## config.mk

```make
export PLATFORM = sky130hd
export DESIGN_NAME = fcr_core
export DESIGN_NICKNAME = d
export VERILOG_FILES = /design/src/hdl/fcr_core.v /design/src/hdl/fcr_startup_timer.v
export VERILOG_INCLUDE_DIRS = /design/src /design/src/pkg
export SDC_FILE = /design/constraint.sdc
export NUM_CORES = 1
export LEC_CHECK = 0
export BUFFER_PORTS_ARGS = -buffer_cell sky130_fd_sc_hd__buf_2
export CORE_ASPECT_RATIO = 2
export CORE_MARGIN = 5
export CORE_UTILIZATION = 40
export CTS_CLUSTER_DIAMETER = 150
export DETAILED_ROUTE_END_ITERATION = 8
export PLACE_DENSITY = 0.65
export SLEW_MARGIN = 25
export SYNTH_ARGS = -nofsm -noshare
export SYNTH_HDL_FRONTEND = slang
export SYNTH_SLANG_ARGS = --single-unit
```

## constraint.sdc

```tcl
create_clock -name clk_sys -period 3.29 [get_ports clk_sys]
set_clock_uncertainty 0.2 [all_clocks]
set_input_delay 0.329 -clock clk_sys [delete_from_list [all_inputs] [get_ports clk_sys]]
set_output_delay 0.329 -clock clk_sys [all_outputs]
set_load 0.01 [all_outputs]
```

## src/pkg/fcr_regs.vh

```
`ifndef FCR_REGS_VH
`define FCR_REGS_VH

// ----------------------------------------
// register byte offsets
// ----------------------------------------
`define FCR_OFS_OSC_CTRL 8'h00
`define FCR_OFS_STATUS 8'h04
`define FCR_OFS_INT_EN 8'h08
`define FCR_OFS_INT_CLR 8'h0C
`define FCR_OFS_STATE 8'h10

// ----------------------------------------
// oscillator_control_reg fields
// ----------------------------------------
`define FCR_OSC_SCS_LSB 0
`define FCR_OSC_SCS_MSB 1
`define FCR_OSC_RUNNING_BIT 3
`define FCR_OSC_IDLE_BIT 7
`define FCR_OSC_CTRL_RST 8'h00

// ----------------------------------------
// clock source codes
// ----------------------------------------
`define FCR_SRC_PRIMARY 2'h0
`define FCR_SRC_SECONDARY 2'h1
`define FCR_SRC_INTERNAL 2'h2

// ----------------------------------------
// event bits of status, enable and clear
// ----------------------------------------
`define FCR_EV_OSC_FAIL 0
`define FCR_EV_PRI_READY 1
`define FCR_EV_PM_EXIT 2
`define FCR_EV_WIDTH 3
`define FCR_EV_RST 3'h0

// ----------------------------------------
// start-up timing
// ----------------------------------------
// counts at the 10 ns system clock, sized to the timer: 10.24 us ost, 2 ms pll lock
`define FCR_OST_CYCLES 18'h00400
`define FCR_PLL_CYCLES 18'h30D40
`define FCR_TMR_WIDTH 18

`endif

```

## src/hdl/fcr_core.v

```verilog
`timescale 1ns/1ps
`include "fcr_regs.vh"

module fcr_core #(
    parameter [`FCR_TMR_WIDTH-1:0] PLL_CYCLES = `FCR_PLL_CYCLES
)(
    input wire clk_sys,
    input wire sys_rst,
    input wire psel,
    input wire penable,
    input wire pwrite,
    input wire [7:0] paddr,
    input wire [31:0] pwdata,
    output reg [31:0] prdata,
    output wire pready,
    output wire pslverr,
    input wire primary_osc_ok,
    input wire clock_fail,
    input wire pll_mode,
    input wire sleep_exec,
    input wire wake_irq,
    output reg [1:0] clk_sel,
    output reg failsafe_active,
    output reg monitor_enable,
    output reg pm_active,
    output wire cpu_run,
    output wire irq
);

    // ----------------------------------------
    // declarations
    // ----------------------------------------
    reg prim_meta;
    reg prim_sync;
    reg fail_meta;
    reg fail_sync;
    reg fail_prev;
    reg start_wait;
    reg primary_clock_running_flag;
    reg [7:0] osc_ctrl_pend;
    reg [`FCR_EV_WIDTH-1:0] status;
    reg [`FCR_EV_WIDTH-1:0] int_en;
    reg [`FCR_EV_WIDTH-1:0] next_status;
    reg [31:0] next_prdata;
    wire [7:0] oscillator_control_reg;
    wire tmr_done;
    wire fail_event;
    wire wr_access;
    wire rd_setup;
    wire pm_idle;
    wire fail_irq_on;

    // ----------------------------------------
    // helper functions
    // ----------------------------------------
    // decode of mapped offsets
    function mapped;
        input [7:0] a;
        begin
            mapped = (a == `FCR_OFS_OSC_CTRL) || (a == `FCR_OFS_STATUS) ||
                     (a == `FCR_OFS_INT_EN) || (a == `FCR_OFS_INT_CLR) ||
                     (a == `FCR_OFS_STATE);
        end
    endfunction

    // source code from control reg select field
    function [1:0] src_of;
        input [7:0] r;
        begin
            case (r[`FCR_OSC_SCS_MSB:`FCR_OSC_SCS_LSB])
                2'h0: src_of = `FCR_SRC_PRIMARY;
                2'h1: src_of = `FCR_SRC_SECONDARY;
                default: src_of = `FCR_SRC_INTERNAL;
            endcase
        end
    endfunction

    // ----------------------------------------
    // pin synchronisers
    // ----------------------------------------
    // two flops on each asynchronous pin
    always @(posedge clk_sys or posedge sys_rst)
    begin
        if (sys_rst)
        begin
            prim_meta <= 1'b0;
            prim_sync <= 1'b0;
            fail_meta <= 1'b0;
            fail_sync <= 1'b0;
            fail_prev <= 1'b0;
        end
        else
        begin
            prim_meta <= primary_osc_ok;
            prim_sync <= prim_meta;
            fail_meta <= clock_fail;
            fail_sync <= fail_meta;
            fail_prev <= fail_sync;
        end
    end

    // a failure counts only while the monitor is watching
    assign fail_event = fail_sync && !fail_prev && monitor_enable;

    // ----------------------------------------
    // start-up timer
    // ----------------------------------------
    fcr_startup_timer #(
        .PLL_CYCLES(PLL_CYCLES)
    ) u_tmr (
        .clk_sys(clk_sys),
        .sys_rst(sys_rst),
        .run(start_wait),
        .osc_ok(prim_sync),
        .pll_mode(pll_mode),
        .done(tmr_done)
    );

    // ----------------------------------------
    // apb decode
    // ----------------------------------------
    assign pready = 1'b1;
    assign pslverr = psel && penable && !mapped(paddr);
    assign wr_access = psel && penable && pwrite;
    assign rd_setup = psel && !penable && !pwrite;

    // ----------------------------------------
    // oscillator control register
    // ----------------------------------------
    // visible value stays at reset while waiting for the primary
    assign oscillator_control_reg = start_wait ? `FCR_OSC_CTRL_RST :
        {osc_ctrl_pend[7:4], primary_clock_running_flag, osc_ctrl_pend[2:0]};

    assign pm_idle = oscillator_control_reg[`FCR_OSC_IDLE_BIT];
    assign fail_irq_on = int_en[`FCR_EV_OSC_FAIL];

    // software write, applied on the next sleep
    always @(posedge clk_sys or posedge sys_rst)
    begin
        if (sys_rst)
            osc_ctrl_pend <= `FCR_OSC_CTRL_RST;
        else if (wr_access && paddr == `FCR_OFS_OSC_CTRL)
            osc_ctrl_pend <= pwdata[7:0] & 8'h83;
    end

    // ----------------------------------------
    // clock switching control
    // ----------------------------------------
    // reset clears failsafe and starts on the internal mux while waiting for the primary
    always @(posedge clk_sys or posedge sys_rst)
    begin
        if (sys_rst)
        begin
            clk_sel <= `FCR_SRC_INTERNAL;
            failsafe_active <= 1'b0;
            monitor_enable <= 1'b0;
            pm_active <= 1'b0;
            start_wait <= 1'b1;
            primary_clock_running_flag <= 1'b0;
        end
        else if (fail_event)
        begin
            // failover to the internal mux
            failsafe_active <= 1'b1;
            clk_sel <= `FCR_SRC_INTERNAL;
            primary_clock_running_flag <= 1'b0;
            start_wait <= 1'b0;
            if (pm_active && fail_irq_on)
                pm_active <= 1'b0;
        end
        else if (sleep_exec)
        begin
            // power managed entry clears failsafe, picks source
            failsafe_active <= 1'b0;
            pm_active <= 1'b1;
            start_wait <= 1'b0;
            clk_sel <= src_of(osc_ctrl_pend);
            monitor_enable <= 1'b1;
            primary_clock_running_flag <= (src_of(osc_ctrl_pend) == `FCR_SRC_PRIMARY) && prim_sync;
        end
        else if (start_wait && tmr_done && !failsafe_active)
        begin
            // primary is stable: switch and report
            clk_sel <= `FCR_SRC_PRIMARY;
            primary_clock_running_flag <= 1'b1;
            monitor_enable <= 1'b1;
            start_wait <= 1'b0;
        end
        else if (pm_active && wake_irq)
        begin
            // wake keeps the source; mux stays while failsafe holds
            pm_active <= 1'b0;
        end
    end

    // cpu halts only in an idle power managed mode
    assign cpu_run = !(pm_active && pm_idle);

    // ----------------------------------------
    // event status, set wins over clear
    // ----------------------------------------
    always @*
    begin
        next_status = status;
        if (wr_access && paddr == `FCR_OFS_INT_CLR)
            next_status = status & ~pwdata[`FCR_EV_WIDTH-1:0];
        if (fail_event)
            next_status[`FCR_EV_OSC_FAIL] = 1'b1;
        if (start_wait && tmr_done && !failsafe_active && !sleep_exec)
            next_status[`FCR_EV_PRI_READY] = 1'b1;
        if (pm_active && ((fail_event && fail_irq_on) || (wake_irq && !sleep_exec && !fail_event)))
            next_status[`FCR_EV_PM_EXIT] = 1'b1;
    end

    always @(posedge clk_sys or posedge sys_rst)
    begin
        if (sys_rst)
        begin
            status <= `FCR_EV_RST;
            int_en <= `FCR_EV_RST;
        end
        else
        begin
            status <= next_status;
            if (wr_access && paddr == `FCR_OFS_INT_EN)
                int_en <= pwdata[`FCR_EV_WIDTH-1:0];
        end
    end

    assign irq = |(status & int_en);

    // ----------------------------------------
    // read data
    // ----------------------------------------
    // captured in setup, valid through the access cycle
    always @*
    begin
        next_prdata = 32'h00000000;
        case (paddr)
            `FCR_OFS_OSC_CTRL: next_prdata[7:0] = oscillator_control_reg;
            `FCR_OFS_STATUS: next_prdata[`FCR_EV_WIDTH-1:0] = status;
            `FCR_OFS_INT_EN: next_prdata[`FCR_EV_WIDTH-1:0] = int_en;
            `FCR_OFS_STATE: next_prdata[5:0] = {cpu_run, pm_active, monitor_enable,
                                                failsafe_active, clk_sel};
            default: next_prdata = 32'h00000000;
        endcase
    end

    always @(posedge clk_sys or posedge sys_rst)
    begin
        if (sys_rst)
            prdata <= 32'h00000000;
        else if (rd_setup)
            prdata <= next_prdata;
    end

endmodule

```

## src/hdl/fcr_startup_timer.v

```verilog
`timescale 1ns/1ps
`include "fcr_regs.vh"

module fcr_startup_timer #(
    parameter [`FCR_TMR_WIDTH-1:0] PLL_CYCLES = `FCR_PLL_CYCLES
)(
    input wire clk_sys,
    input wire sys_rst,
    input wire run,
    input wire osc_ok,
    input wire pll_mode,
    output reg done
);

    localparam [`FCR_TMR_WIDTH-1:0] OST_CYCLES = `FCR_OST_CYCLES;

    reg [`FCR_TMR_WIDTH-1:0] count;
    wire [`FCR_TMR_WIDTH-1:0] target;

    // ost delay, plus lock delay when the pll is used
    assign target = pll_mode ? (OST_CYCLES + PLL_CYCLES) : OST_CYCLES;

    // ----------------------------------------
    // count stable primary cycles
    // ----------------------------------------
    // count restarts whenever the oscillator drops out
    always @(posedge clk_sys or posedge sys_rst)
    begin
        if (sys_rst)
        begin
            count <= {`FCR_TMR_WIDTH{1'b0}};
            done <= 1'b0;
        end
        else if (!run || !osc_ok)
        begin
            count <= {`FCR_TMR_WIDTH{1'b0}};
            done <= 1'b0;
        end
        else if (count >= target)
        begin
            done <= 1'b1;
        end
        else
        begin
            count <= count + {{(`FCR_TMR_WIDTH-1){1'b0}}, 1'b1};
        end
    end

endmodule

```

After elaboration in Yosys (flattened, before gate mapping)
Cells that the tools add are included.
Operators by class
  $add $sub $neg: 1
  order comparisons: 1
  eq/ne operators: 8
  multiplexer cells: 33
  bitwise operators: 4
  reductions and logical operators: 51
Operators with widths (count)
  $mux 18: 3
  $logic_and 1x1->1: 21
  $mux 1: 19
  $add 18x1->18 const B: 1
  $ge 18x18->1: 1
  $eq 8x4->1 const B: 2
  $mux 2: 6
  $pmux 3 s4: 1
  $reduce_bool 2->1: 6
  $logic_not 1->1: 10
  $eq 8x3->1 const B: 1
  $eq 8x5->1 const B: 1
  $logic_not 8->1: 1
  $mux 8: 1
  $and 3x3->3: 2
  $logic_or 1x1->1: 6
  $pmux 3 s2: 1
  $reduce_bool 3->1: 2
  $logic_not 2->1: 2
  $ne 2x1->1 const B: 2
  $pmux 2 s2: 1
  $mux 3: 1
  $ne 3x3->1 const B: 1
  $not 3->3: 1
  5 further kinds: 5
Word-level totals
  bits in registers: 48
  input port bits: 50
  output and inout port bits: 41
  logic and storage cells: 117

Logic depth before layout (Yosys ltp)
Gate-level depths: netlist (run 1).
  depth after elaboration: 8
  gate-level depth with buffers: 9
  gate-level depth less buffers: 7

Cells and area by module
A second synthesis (run 1) with hierarchy kept.
Second synthesis, totals
  cell total of the unflattened synthesis: 294
  area, all modules: 2854.0 µm²
By module, submodules not included
  fcr_core: instances 1, cells an instance 148, area each 1531.5 µm², sequential area each 703.2 µm²
  fcr_startup_timer: instances 1, cells an instance 146, area each 1322.5 µm², sequential area each 475.5 µm²

Least setup slack after synthesis (run 1)
Ideal clock, no wire load.
  path type: reg-to-reg
  start: register u_tmr.count[0]
  end: register u_tmr.count[14]
  setup time: 134 ps
  arrival time: 2108 ps
  data required time: 2956 ps
  setup slack: 848 ps
  cell stages (with the launch flop): 8
  buffers on the path: 0
  period minus slack after synthesis: 2442 ps
  cells stage by stage: dfrtp_1 inv_1 ha_1 or4b_2 or4_4 nor4_4 or4_2 a21oi_2
Between the ends
  cells in the longest elaborated chain, start to end: 3
  elaborated cells between the ends (all ways): 5
  classes of those cells: add/sub: 1; order compare: 1; eq/ne: 1; mux: 2
Ends and longest elaborated chain
  start: declaration: line fcr_startup_timer.v:17  | reg [`FCR_TMR_WIDTH-1:0] count;
  start signal: assignment: line fcr_startup_timer.v:31  | count <= {`FCR_TMR_WIDTH{1'b0}};
  start signal: assignment: line fcr_startup_timer.v:36  | count <= {`FCR_TMR_WIDTH{1'b0}};
  start signal: assignment: line fcr_startup_timer.v:45  | count <= count + {{(`FCR_TMR_WIDTH-1){1'b0}}, 1'b1};
  $add 18x1->18: line fcr_startup_timer.v:45
  $mux 18: line fcr_startup_timer.v:39  | else if (count >= target)
  $mux 18: line fcr_startup_timer.v:34  | else if (!run || !osc_ok)
Parallel ways exist; a longest one is shown, timed or not. The select of a mux whose other input is x is not followed.
A chain may end at the register's enable or synchronous reset.

Final worst setup path (run 1)
Same ends and word-level chain as after synthesis.

==> impl_metrics.prom, run 1 <==
# TYPE chip_impl_metric gauge
chip_impl_info{name="status",value="finished with violations"} 1
chip_impl_info{name="failing_checks",value="hold timing"} 1
chip_impl_metric{name="final-hold-violation-count",unit=""} 45
chip_impl_metric{name="synth_compound_gate_area_share",unit=""} 0.171
chip_impl_metric{name="yosys.area_share.xor_xnor",unit=""} 0
chip_impl_metric{name="irDropWorstVdd",unit="mV"} 0.172
chip_impl_metric{name="syn-instance-count",unit=""} 281
chip_impl_metric{name="io_buffers",unit=""} 36
chip_impl_metric{name="timing.reg2reg.setup_slack",unit="ns"} 0.59
chip_impl_metric{name="post_synth_and_or_nand_nor_area_fraction",unit=""} 0.218
chip_impl_metric{name="detailedPlacementHpwl",unit="um"} 4630
chip_impl_metric{name="insertion_delay",unit="ns"} 0.29
chip_impl_metric{name="place.gp.congestion",unit=""} 0.877
chip_impl_metric{name="grt_overflow_total",unit=""} 0
chip_impl_metric{name="avgViaCountPerCell",unit=""} 5.35
chip_impl_metric{name="synth_cell_types",unit=""} 47
chip_impl_metric{name="postSynth.asyncResetShare",unit=""} 1.00
chip_impl_info{name="cts.root.buffer_cell",value="sky130_fd_sc_hd__clkbuf_16"} 1
chip_impl_info{name="setup_repair_after_global_routing_missed_its_margin",value="no"} 1
chip_impl_metric{name="numPlacedInstances",unit=""} 394
chip_impl_metric{name="insertedDiodeCount",unit=""} 0
chip_impl_metric{name="tritoncts_num_sinks",unit=""} 47
chip_impl_metric{name="cts_max_level",unit=""} 2
chip_impl_metric{name="leakagePower",unit="uW"} 0.00130
chip_impl_metric{name="layout.filler_cells",unit=""} 664
chip_impl_info{name="tritoncts",value="yes"} 1
chip_impl_metric{name="total_negative_slack",unit="ns"} 0
chip_impl_metric{name="adder_cell_share_of_the_synthesized_area",unit=""} 0.0373
chip_impl_metric{name="row_count",unit=""} 42
chip_impl_info{name="layout_commonest_cell",value="sky130_fd_sc_hd__dfrtp_1"} 1
chip_impl_metric{name="postCtsSetupBuffers",unit=""} 0
chip_impl_metric{name="crit_arrival",unit="ns"} 2.65
chip_impl_metric{name="maximum_number_of_pins_on_one_net_before_global_route_repair",unit=""} 48
chip_impl_metric{name="number_of_register_bits_inferred_by_synthesis",unit=""} 47
chip_impl_metric{name="post_synthesis_cell_area",unit="mm2"} 0.00268
chip_impl_metric{name="path_max_fanout",unit=""} 9
chip_impl_metric{name="first_global_vias",unit=""} 2163
chip_impl_metric{name="pin_count",unit=""} 91
chip_impl_metric{name="setup-violations-final",unit=""} 0
chip_impl_metric{name="synth_largest_type_area_fraction",unit=""} 0.420
chip_impl_metric{name="cts_max_path_buffers",unit=""} 2
chip_impl_metric{name="vias",unit=""} 2163
chip_impl_metric{name="area_growth_syn_to_layout",unit="%"} 11.9
chip_impl_metric{name="clkSlewWorstSetupHoldPaths",unit="ns"} 0.07
chip_impl_metric{name="initial_core_util",unit=""} 0.409
chip_impl_metric{name="syn_area_per_cell",unit="um2"} 9.55
chip_impl_metric{name="synth-edff-count",unit=""} 0
chip_impl_metric{name="floorplan.die.width",unit="um"} 67.9
chip_impl_info{name="ys.flop_type",value="sky130_fd_sc_hd__dfrtp_1"} 1
chip_impl_metric{name="antenna_found_initial",unit=""} 0
chip_impl_metric{name="detail_route.drc_violations",unit=""} 0
chip_impl_metric{name="powerDensity",unit="mW/mm2"} 396
chip_impl_metric{name="clock.fmax",unit="GHz"} 0.371
chip_impl_metric{name="worst_slew_margin_rel",unit=""} 0.451
chip_impl_metric{name="antenna_violating_nets_post_route",unit=""} 0
chip_impl_info{name="worst_setup_path_start_kind",value="register"} 1
chip_impl_metric{name="final.min_clock_period",unit="ns"} 2.70
chip_impl_metric{name="dieArea",unit="mm2"} 0.00855
chip_impl_info{name="synth_top_cells_by_area",value="sky130_fd_sc_hd__dfrtp_1, sky130_fd_sc_hd__buf_4, sky130_fd_sc_hd__a21oi_1, sky130_fd_sc_hd__nand2_1, sky130_fd_sc_hd__ha_1"} 1
chip_impl_metric{name="count_of_final_max_slew_check_failures",unit=""} 0
chip_impl_metric{name="timing.hold.ws",unit="ns"} -0.0353
chip_impl_metric{name="yosysSeqAreaShare",unit=""} 0.439
chip_impl_metric{name="chipHeight",unit="um"} 126
chip_impl_info{name="holdCritPathClass",value="in2async"} 1
chip_impl_metric{name="maxCapViolCount",unit=""} 0
chip_impl_info{name="setup.worst_path.start",value="u_tmr.count[0]$_DFFE_PP0P_"} 1
chip_impl_metric{name="dr.pass1.iters",unit=""} 5
chip_impl_metric{name="coreArea",unit="mm2"} 0.00657
chip_impl_metric{name="total_wirelength",unit="um"} 6130
chip_impl_info{name="critPathCaptureType",value="register"} 1
chip_impl_metric{name="final.period_utilization",unit=""} 0.820
chip_impl_info{name="most-common-layout-cells",value="sky130_fd_sc_hd__dfrtp_1, sky130_fd_sc_hd__buf_2, sky130_fd_sc_hd__nand2_1, sky130_fd_sc_hd__conb_1, sky130_fd_sc_hd__a21oi_1"} 1
chip_impl_info{name="timing.rr.start",value="u_tmr.count[0]$_DFFE_PP0P_"} 1
chip_impl_info{name="synth_top_family_by_area",value="simple AND/OR/NAND/NOR gates"} 1
chip_impl_metric{name="cts_inserted_buffers",unit=""} 5
chip_impl_metric{name="grt_pass1_wl",unit="um"} 10000
chip_impl_metric{name="stdcell_count",unit=""} 404
chip_impl_metric{name="yosys_warnings",unit=""} 0
chip_impl_metric{name="drt_first_iter_violations",unit=""} 127
chip_impl_metric{name="fin_nets",unit=""} 373
chip_impl_metric{name="critPathRequiredTime",unit="ns"} 3.24
chip_impl_metric{name="layout-drive-gt1-share",unit=""} 0.212
chip_impl_metric{name="grtUsageTotal",unit=""} 0.152
chip_impl_metric{name="post_drt_wl_per_cell",unit="um"} 15.2
chip_impl_metric{name="synth.area.mux_share",unit=""} 0.0252
chip_impl_info{name="worstSetupPathType",value="reg2reg"} 1
chip_impl_info{name="synth_largest_area_cell",value="sky130_fd_sc_hd__dfrtp_1"} 1
chip_impl_metric{name="worst-slew-pin-transition",unit="ns"} 0.823
-- per-layer routing --
metal | share of wire | wire length [um] | track usage
met1 | 0.34 | 2080 | 0.143
met3 | 0.061 | 375 | 0.0303
met5 | 0 | 0 | 0
met4 | 0.027 | 163 | 0.0727
met2 | 0.57 | 3510 | 0.291
-- critical path, stage by stage, from the launching register on --
cell,delay [ns]
sky130_fd_sc_hd__dfrtp_1,0.44
sky130_fd_sc_hd__inv_1,0.08
sky130_fd_sc_hd__ha_1,0.14
sky130_fd_sc_hd__or4b_2,0.60
sky130_fd_sc_hd__or4_4,0.44
sky130_fd_sc_hd__nor4_4,0.38
sky130_fd_sc_hd__or4_2,0.22
sky130_fd_sc_hd__a21oi_2,0.05
-- what timing repair did --
action / 4_1_cts / 5_1_grt
resized for setup: 0 / 0
hold buffers: 2 / 0
endpoints found under the hold margin: 2 / 0
-- cells in the mapped netlist, drive strengths merged, types with 3 or more instances --
| master | instances |
|---|---|
| dfrtp | 45 |
| buf | 30 |
| nand2 | 27 |
| a21oi | 24 |
| o21ai | 15 |
| or4 | 13 |
| nand3 | 11 |
| nor2 | 11 |
| o31ai | 10 |
| or3 | 10 |
| inv | 9 |
| ha | 8 |
| nor3 | 8 |
| clkbuf | 7 |
| mux2 | 6 |
| nand3b | 5 |
| a22o | 4 |
| a2bb2oi | 4 |
| a32o | 3 |
| nand2b | 3 |
| nand4 | 3 |
| nor3b | 3 |
-- power by group --
part	switching, uW	internal, uW
registers	8.42	589
logic	60.3	31.5
clock network	217	282
-- stage by stage --
stage	total power [uW]	setup slack [ns]	area, um2	util
after floorplan	687	0.848	2770	-
after global placement	697	0.554	2830	0.430
after detailed placement	699	0.424	2840	0.432
after CTS	1210	0.586	3000	0.457
after global routing	1240	0.447	3000	0.457
final	1190	0.591	3000	0.457
-- cell type report --
type	instances	area (um2)	share of cell area
repair buffers	40	219	0.0729
well taps	88	110	0.0367
flip-flops and latches	47	1180	0.392
clock buffers	6	129	0.0429
inverters	9	35.0	0.0117
multi-input cells	212	1320	0.439
clock inverters	2	13.8	0.00458
-- sequential cells by signal, summed over array words and instances, names as in the netlist --
name / count
u_tmr.count: 18
prdata: 7
int_en: 3
osc_ctrl_pend: 3
status: 3
clk_sel: 2
fail_meta: 1
fail_prev: 1
fail_sync: 1
failsafe_active: 1
monitor_enable: 1
pm_active: 1
prim_meta: 1
prim_sync: 1
primary_clock_running_flag: 1
start_wait: 1
u_tmr.done: 1
-- worst paths after layout --
| kind | to | cells after the start |
|---|---|---|
| hold / removal | fail_meta$_DFF_PP0_ | 2 |
| setup / recovery | u_tmr.count[14]$_DFFE_PP0P_ | 7 |
| max in group asynchronous | u_tmr.count[17]$_DFFE_PP0P_ | 2 |
| min in group clk_sys | osc_ctrl_pend[7]$_DFFE_PP0P_ | 2 |
| setup reg to reg | u_tmr.count[14]$_DFFE_PP0P_ | 7 |
| hold reg to reg | fail_sync$_DFF_PP0_ | 0 |
-- cells by family after synthesis --
group | count (synthesis)
mux | 6
simple gates | 102
fa+ha+maj | 8
other cells | 2
flops | 47
buf+inv | 46
compound gates | 70
Note: power is estimated with default switching activity, not from simulation.
==> run 2, diff against run 1 <==
- ABC_AREA: default -> 1
- PLACE_DENSITY: 0.65 -> 0.66
- clock period: 3.29 -> 2.2 ns (I/O delays scaled with it)
==> impl_metrics.prom, run 2 <==
# TYPE chip_impl_metric gauge
chip_impl_info{name="worstSetupPathType",value="reg2reg"} 1
chip_impl_info{name="worst_setup_path_start_kind",value="register"} 1
chip_impl_metric{name="layout.filler_cells",unit=""} 764
chip_impl_metric{name="pin_count",unit=""} 91
chip_impl_info{name="synth.cells.most_frequent",value="sky130_fd_sc_hd__nand2_1, sky130_fd_sc_hd__nand3_1, sky130_fd_sc_hd__dfrtp_1"} 1
chip_impl_metric{name="met3WireLength",unit="um"} 300
chip_impl_metric{name="dr.pass1.iters",unit=""} 4
chip_impl_metric{name="synth-edff-count",unit=""} 0
chip_impl_metric{name="cts_max_level",unit=""} 2
chip_impl_metric{name="postSynth.asyncResetShare",unit=""} 1.00
chip_impl_metric{name="numPlacedInstances",unit=""} 537
chip_impl_info{name="status",value="completed"} 1
chip_impl_metric{name="initial_core_util",unit=""} 0.404
chip_impl_metric{name="syn-instance-count",unit=""} 412
chip_impl_metric{name="yosys_warnings",unit=""} 0
chip_impl_info{name="critPathCaptureType",value="register"} 1
chip_impl_metric{name="final.min_clock_period",unit="ns"} 2.01
chip_impl_metric{name="grt_overflow_total",unit=""} 0
chip_impl_metric{name="placed_cell_area",unit="mm2"} 0.00318
chip_impl_metric{name="crit_arrival",unit="ns"} 1.97
chip_impl_metric{name="floorplan.die.width",unit="um"} 71.5
chip_impl_metric{name="grtUsageTotal",unit=""} 0.142
chip_impl_metric{name="cts_max_path_buffers",unit=""} 2
chip_impl_metric{name="post_synthesis_cell_area",unit="mm2"} 0.00303
chip_impl_info{name="layout_commonest_cell",value="sky130_fd_sc_hd__nand2_1"} 1
chip_impl_info{name="top_regs",value="u_tmr.count (18), prdata (7)"} 1
chip_impl_metric{name="avgViaCountPerCell",unit=""} 4.68
chip_impl_metric{name="m1WireLength",unit="um"} 3020
chip_impl_metric{name="detailedPlacementHpwl",unit="um"} 5080
chip_impl_metric{name="crit_path_max_incr_delay",unit="ns"} 0.41
chip_impl_metric{name="irDropWorstVdd",unit="mV"} 0.446
chip_impl_info{name="ys.flop_type",value="sky130_fd_sc_hd__dfrtp_1"} 1
chip_impl_metric{name="clkSlewWorstSetupHoldPaths",unit="ns"} 0.07
chip_impl_info{name="critical_path.cell_chain",value="ha_1 -> nand2_1 -> nand2_1 -> nor2_1 -> nand2_1 -> nand2_2 -> nand3_4 -> nand2_4 -> o21ai_0"} 1
chip_impl_info{name="yosysMostFrequentCell",value="sky130_fd_sc_hd__nand2_1"} 1
chip_impl_metric{name="place_ws",unit="ns"} 0.0965
chip_impl_metric{name="setup-violations-final",unit=""} 0
chip_impl_metric{name="first_global_vias",unit=""} 2497
chip_impl_metric{name="coreArea",unit="mm2"} 0.00749
chip_impl_metric{name="insertedDiodeCount",unit=""} 0
chip_impl_metric{name="yosys.area_share.xor_xnor",unit=""} 0.0260
chip_impl_info{name="holdCritPathClass",value="in2reg"} 1
chip_impl_info{name="synth_largest_area_cell",value="sky130_fd_sc_hd__dfrtp_1"} 1
chip_impl_metric{name="post_drt_wl_per_cell",unit="um"} 11.7
chip_impl_info{name="setup_repair_after_global_routing_missed_its_margin",value="no"} 1
chip_impl_info{name="synth_top_family_by_area",value="simple AND/OR/NAND/NOR gates"} 1
chip_impl_metric{name="cts_inserted_buffers",unit=""} 5
chip_impl_metric{name="path_max_fanout",unit=""} 19
chip_impl_metric{name="final-hold-violation-count",unit=""} 0
chip_impl_metric{name="antenna_violating_nets_post_route",unit=""} 0
chip_impl_metric{name="vias",unit=""} 2580
chip_impl_metric{name="total_wirelength",unit="um"} 6440
chip_impl_info{name="cts.root.buffer_cell",value="sky130_fd_sc_hd__clkbuf_16"} 1
chip_impl_metric{name="maxCapViolCount",unit=""} 0
chip_impl_info{name="timing.rr.start",value="u_tmr.count[17]$_DFFE_PP0P_"} 1
chip_impl_metric{name="fin_ws",unit="ns"} 0.188
chip_impl_metric{name="yosysSeqAreaShare",unit=""} 0.389
chip_impl_info{name="most-common-layout-cells",value="sky130_fd_sc_hd__nand2_1, sky130_fd_sc_hd__nand3_1, sky130_fd_sc_hd__dfrtp_1, sky130_fd_sc_hd__nor2_1"} 1
chip_impl_metric{name="synth_cell_types",unit=""} 37
chip_impl_metric{name="dieArea",unit="mm2"} 0.00952
chip_impl_metric{name="io_buffers",unit=""} 36
chip_impl_info{name="worst_path_max_delay_cell",value="sky130_fd_sc_hd__dfrtp_1"} 1
chip_impl_metric{name="antenna_found_initial",unit=""} 0
chip_impl_metric{name="powerDensity",unit="mW/mm2"} 563
chip_impl_info{name="max_flop_register",value="u_tmr.count"} 1
chip_impl_info{name="synth_top_cells_by_area",value="sky130_fd_sc_hd__dfrtp_1, sky130_fd_sc_hd__nand2_1, sky130_fd_sc_hd__nand3_1, sky130_fd_sc_hd__buf_4, sky130_fd_sc_hd__nor2_1"} 1
chip_impl_metric{name="fin_nets",unit=""} 514
chip_impl_metric{name="area_growth_syn_to_layout",unit="%"} 12.9
chip_impl_info{name="top_signal_layer_used",value="met4"} 1
chip_impl_metric{name="maximum_number_of_pins_on_one_net_before_global_route_repair",unit=""} 25
chip_impl_metric{name="synth_largest_type_area_fraction",unit=""} 0.372
chip_impl_metric{name="met2WireLength",unit="um"} 3070
chip_impl_metric{name="worst_slew_margin_rel",unit=""} 0.670
chip_impl_metric{name="number_of_register_bits_inferred_by_synthesis",unit=""} 47
chip_impl_metric{name="synth_compound_gate_area_share",unit=""} 0.0455
chip_impl_metric{name="place.gp.congestion",unit=""} 0.829
chip_impl_metric{name="detail_route.drc_violations",unit=""} 0
chip_impl_metric{name="insertion_delay",unit="ns"} 0.28
chip_impl_metric{name="grt_pass1_wl",unit="um"} 11400
chip_impl_metric{name="tritoncts_num_sinks",unit=""} 47
chip_impl_metric{name="layout-drive-gt1-share",unit=""} 0.149
chip_impl_info{name="path_common_cell",value="sky130_fd_sc_hd__nand2_1"} 1
chip_impl_metric{name="cts_repair_resize_count",unit=""} 0
chip_impl_info{name="tritoncts",value="yes"} 1
chip_impl_metric{name="synth.area.mux_share",unit=""} 0.00372
chip_impl_metric{name="stdcell_count",unit=""} 551
chip_impl_metric{name="critPathRequiredTime",unit="ns"} 2.16
chip_impl_metric{name="syn_area_per_cell",unit="um2"} 7.35
chip_impl_info{name="holdCritStartpoint",value="sleep_exec"} 1
chip_impl_metric{name="drt_first_iter_violations",unit=""} 125
chip_impl_info{name="setup.worst_path.start",value="u_tmr.count[17]$_DFFE_PP0P_"} 1
chip_impl_metric{name="adder_cell_share_of_the_synthesized_area",unit=""} 0.0331
chip_impl_metric{name="utilization",unit=""} 0.457
chip_impl_metric{name="count_of_final_max_slew_check_failures",unit=""} 0
chip_impl_metric{name="chipHeight",unit="um"} 133
chip_impl_metric{name="leakagePower",unit="uW"} 0.00177
chip_impl_metric{name="row_count",unit=""} 45
chip_impl_metric{name="finish.instance_area",unit="mm2"} 0.00342
chip_impl_metric{name="clock.fmax",unit="GHz"} 0.497
chip_impl_metric{name="number_of_flip_flops_in_the_largest_register",unit=""} 18
chip_impl_metric{name="final.period_utilization",unit=""} 0.915
chip_impl_metric{name="post_synth_and_or_nand_nor_area_fraction",unit=""} 0.366
chip_impl_metric{name="worst-slew-pin-transition",unit="ns"} 0.492
chip_impl_metric{name="total_negative_slack",unit="ns"} 0
## run 2: changes by cell type after synthesis, moves of 5 or more
cell,change
sky130_fd_sc_hd__inv_1,+28
sky130_fd_sc_hd__xor2_1,+8
sky130_fd_sc_hd__nor2_1,+33
sky130_fd_sc_hd__nand3_1,+37
sky130_fd_sc_hd__mux2_2,-6
sky130_fd_sc_hd__clkbuf_1,-6
sky130_fd_sc_hd__or4_1,-8
sky130_fd_sc_hd__a21oi_1,-21
sky130_fd_sc_hd__nor2_2,+7
sky130_fd_sc_hd__nand3b_1,-5
sky130_fd_sc_hd__or3_1,-9
sky130_fd_sc_hd__o31ai_1,-6
sky130_fd_sc_hd__nand2_1,+105
## run 2: cell families after synthesis
kind of cell             Yosys count
AND/OR/NAND/NOR                  251
buffers and inverters             71
flip-flops                        47
AO/OA/AOI/OAI                     23
XOR/XNOR                           9
adder cells (fa/ha/maj)            8
other                              2
multiplexers                       1
## run 2: cell type report
class | count | area [um2] | share of cell area
clock inverters | 2 | 38.8 | 0.0113
multi-input cells | 318 | 1530 | 0.448
flip-flops and latches | 47 | 1180 | 0.345
clock buffers | 6 | 139 | 0.0406
inverters | 38 | 143 | 0.0417
well taps | 94 | 118 | 0.0344
repair buffers | 46 | 270 | 0.0790
## run 2: timing repair
action                                 CTS  global route
hold buffers                             6             0
buffers inserted                         0             0
endpoints found under the hold margin   27             0
## run 2: worst paths after layout
kind / cells after the start / end / slack, ns
setup / recovery: 9 / u_tmr.done$_DFFE_PP0P_ / 0.19
min in group asynchronous: 3 / u_tmr.count[16]$_DFFE_PP0P_ / 0.31
max in group asynchronous: 4 / start_wait$_DFFE_PP1P_ / 0.83
hold reg to reg: 0 / fail_sync$_DFF_PP0_ / 0.15
hold / removal: 3 / monitor_enable$_DFFE_PP0P_ / 0.02
setup reg to reg: 9 / u_tmr.done$_DFFE_PP0P_ / 0.19
## run 2: metal layers
| metal | up-vias | GRT usage |
|---|---|---|
| met5 | - | 0 |
| met4 | 0 | 0.0356 |
| met3 | 8 | 0.0259 |
| met2 | 49 | 0.224 |
| met1 | 1174 | 0.198 |
| li1 | 1349 | - |
## run 2: power by group
part           leakage [uW]  total [uW]  internal, uW  switching (uW)
Clock             0.0000875         890           571             319
Sequential         0.000617         891           880            10.5
Combinational       0.00107         146          48.5            97.6
Total               0.00177        1930          1500             427
## run 2: critical path: cells and delay by family (launching register included)
kind	cells	cell delay (ns)
and+or+nand+nor	7	0.82
adders and majority gates	1	0.33
AOI/OAI and AO/OA	1	0.11
DFF	1	0.41
## run 2: per-stage QoR
step,hold WS (ns),power [uW]
2_1_floorplan,0.0514,1020
3_3_place_gp,0.0745,1040
3_5_place_dp,0.0820,1050
4_1_cts,0.00620,1960
5_1_grt,0.0413,2020
6_report,0.0170,1930
==> run 3, diff against run 2 <==
- CELL_PAD_IN_SITES_DETAIL_PLACEMENT: default -> 0
- CELL_PAD_IN_SITES_GLOBAL_PLACEMENT: default -> 1
- CORE_UTILIZATION: 40 -> 33
- PLACE_DENSITY: 0.66 -> 0.75
==> impl_metrics.prom, run 3 (synthesis gave the netlist of run 2 again) <==
# TYPE chip_impl_metric gauge
chip_impl_metric{name="maximum_number_of_pins_on_one_net_before_global_route_repair",unit=""} 26
chip_impl_info{name="worstSetupPathType",value="reg2reg"} 1
chip_impl_metric{name="row_count",unit=""} 49
chip_impl_metric{name="cts_repair_resize_count",unit=""} 0
chip_impl_metric{name="critPathRequiredTime",unit="ns"} 2.18
chip_impl_info{name="top_regs",value="u_tmr.count (18), prdata (7)"} 1
chip_impl_metric{name="cts_max_path_buffers",unit=""} 2
chip_impl_metric{name="place.gp.congestion",unit=""} 0.826
chip_impl_metric{name="clock.fmax",unit="GHz"} 0.512
chip_impl_metric{name="utilization",unit=""} 0.385
chip_impl_metric{name="final-hold-violation-count",unit=""} 0
chip_impl_info{name="critPathCaptureType",value="register"} 1
chip_impl_metric{name="floorplan.die.width",unit="um"} 77.7
chip_impl_metric{name="timing.reg2reg.worst_path_depth",unit=""} 10
chip_impl_metric{name="worst-slew-pin-transition",unit="ns"} 0.578
chip_impl_metric{name="vias",unit=""} 2731
chip_impl_metric{name="irDropWorstVdd",unit="mV"} 0.251
chip_impl_info{name="max_flop_register",value="u_tmr.count"} 1
chip_impl_metric{name="initial_core_util",unit=""} 0.336
chip_impl_metric{name="clkSlewWorstSetupHoldPaths",unit="ns"} 0.07
chip_impl_metric{name="antenna_violating_nets_post_route",unit=""} 0
chip_impl_metric{name="insertedDiodeCount",unit=""} 0
chip_impl_info{name="tritoncts",value="yes"} 1
chip_impl_info{name="holdCritStartpoint",value="pwdata[1]"} 1
chip_impl_metric{name="layout-drive-gt1-share",unit=""} 0.163
chip_impl_metric{name="tritoncts_num_sinks",unit=""} 47
chip_impl_info{name="most-common-layout-cells",value="sky130_fd_sc_hd__nand2_1, sky130_fd_sc_hd__nand3_1, sky130_fd_sc_hd__dfrtp_1, sky130_fd_sc_hd__nor2_1"} 1
chip_impl_info{name="holdCritPathClass",value="in2reg"} 1
chip_impl_metric{name="number_of_flip_flops_in_the_largest_register",unit=""} 18
chip_impl_metric{name="drt_first_iter_violations",unit=""} 110
chip_impl_metric{name="avgViaCountPerCell",unit=""} 4.82
chip_impl_metric{name="count_of_final_max_slew_check_failures",unit=""} 0
chip_impl_metric{name="first_global_vias",unit=""} 2755
chip_impl_metric{name="pin_count",unit=""} 91
chip_impl_metric{name="coreArea",unit="mm2"} 0.00901
chip_impl_info{name="setup_repair_after_global_routing_missed_its_margin",value="no"} 1
chip_impl_metric{name="final.min_clock_period",unit="ns"} 1.95
chip_impl_metric{name="io_buffers",unit=""} 36
chip_impl_metric{name="chipHeight",unit="um"} 145
chip_impl_metric{name="timing.reg2reg.setup_slack",unit="ns"} 0.25
chip_impl_metric{name="total_negative_slack",unit="ns"} 0
chip_impl_metric{name="cts_inserted_buffers",unit=""} 5
chip_impl_metric{name="fin_nets",unit=""} 522
chip_impl_info{name="status",value="completed"} 1
chip_impl_metric{name="path_max_fanout",unit=""} 11
chip_impl_metric{name="maxCapViolCount",unit=""} 0
chip_impl_metric{name="detailedPlacementHpwl",unit="um"} 6570
chip_impl_metric{name="final.period_utilization",unit=""} 0.888
chip_impl_info{name="worst_setup_path_start_kind",value="register"} 1
chip_impl_metric{name="worst_slew_margin_rel",unit=""} 0.611
chip_impl_metric{name="powerDensity",unit="mW/mm2"} 535
chip_impl_metric{name="crit_arrival",unit="ns"} 1.94
chip_impl_info{name="timing.rr.start",value="u_tmr.count[17]$_DFFE_PP0P_"} 1
chip_impl_metric{name="total_wirelength",unit="um"} 8140
chip_impl_metric{name="detail_route.drc_violations",unit=""} 0
chip_impl_metric{name="grtUsageTotal",unit=""} 0.144
chip_impl_metric{name="hold-path-cell-count",unit=""} 4
chip_impl_metric{name="cts_max_level",unit=""} 2
chip_impl_info{name="layout_commonest_cell",value="sky130_fd_sc_hd__nand2_1"} 1
chip_impl_metric{name="grt_pass1_wl",unit="um"} 13000
chip_impl_metric{name="grt_overflow_total",unit=""} 0
chip_impl_metric{name="dr.pass1.iters",unit=""} 4
chip_impl_info{name="cts.root.buffer_cell",value="sky130_fd_sc_hd__clkbuf_16"} 1
chip_impl_info{name="r2r_end",value="u_tmr.count[11]$_DFFE_PP0P_"} 1
chip_impl_info{name="setup.worst_path.start",value="u_tmr.count[17]$_DFFE_PP0P_"} 1
chip_impl_info{name="endpoint",value="u_tmr.count[11]$_DFFE_PP0P_"} 1
chip_impl_metric{name="area_growth_syn_to_layout",unit="%"} 14.7
chip_impl_metric{name="leakagePower",unit="uW"} 0.00180
chip_impl_metric{name="dieArea",unit="mm2"} 0.0113
chip_impl_metric{name="post_drt_wl_per_cell",unit="um"} 14.4
chip_impl_metric{name="insertion_delay",unit="ns"} 0.29
chip_impl_metric{name="setup-violations-final",unit=""} 0
chip_impl_metric{name="antenna_found_initial",unit=""} 0
-- run 3: changes by cell type in the layout (fill, tap and decap cells not counted), sizes merged --
cell / delta
inv: -1
clkinvlp: +1
buf: +8
clkbuf: +1
bufinv: -1
-- run 3: area by class of cell --
cell class,instances,area [um2]
tap,102,128
inverter,38,143
clock inverter,1,7.51
clock buffer,7,153
fill,971,5540
timing repair buffer,54,330
sequential,47,1180
multi-input combinational,318,1530
-- run 3: critical path: stages (launching register included) --
cell and delay [ns]:
sky130_fd_sc_hd__dfrtp_1 0.42, sky130_fd_sc_hd__ha_1 0.33, sky130_fd_sc_hd__nand2_1 0.10, sky130_fd_sc_hd__nand2_1 0.05, sky130_fd_sc_hd__nor2_1 0.09, sky130_fd_sc_hd__nand2_1 0.07
sky130_fd_sc_hd__nand2_2 0.09, sky130_fd_sc_hd__nand3_4 0.17, sky130_fd_sc_hd__buf_4 0.21, sky130_fd_sc_hd__nand3_1 0.06, sky130_fd_sc_hd__nand2_1 0.05
-- run 3: per-layer routing --
layer | share of wire | global-route usage | up-vias
met3 | 0.039 | 0.0229 | 22
met1 | 0.33 | 0.125 | 1287
met2 | 0.59 | 0.294 | 61
met4 | 0.042 | 0.0688 | 0
li1 | - | - | 1361
met5 | 0 | 0 | -
-- run 3: what timing repair did --
action,CTS,global route
endpoints found under the setup margin,0,2
endpoints found under the hold margin,27,0
hold buffers,6,0
buffers inserted,0,2
-- run 3: worst min-delay path by stage --
stage | slack, ns | endpoint
2_1_floorplan | 0.05 | fail_meta$_DFF_PP0_
3_3_place_gp | 0.09 | int_en[0]$_DFFE_PP0P_
3_5_place_dp | 0.09 | int_en[0]$_DFFE_PP0P_
4_1_cts | 0.005 | status[1]$_DFFE_PP0P_
5_1_grt | 0.03 | status[1]$_DFFE_PP0P_
6_report | 0.007 | status[1]$_DFFE_PP0P_
-- run 3: per-stage QoR --
stage	power, uW	worst slack [ns]	hold slack, ns	area, um2	cells
finish	1860	0.246	0.00674	3470	567
global placement	1050	0.166	0.0900	3240	551
global route	1920	0.0674	0.0339	3470	567
detailed placement	1050	0.129	0.0926	3240	551
floorplan	1020	0.439	0.0514	3120	436
CTS	1880	0.169	0.00546	3460	565
-- run 3: report_power, final --
part / switching (uW) / internal, uW
combinational: 102 / 49.8
sequential: 9.86 / 880
clock: 332 / 484
total: 444 / 1410
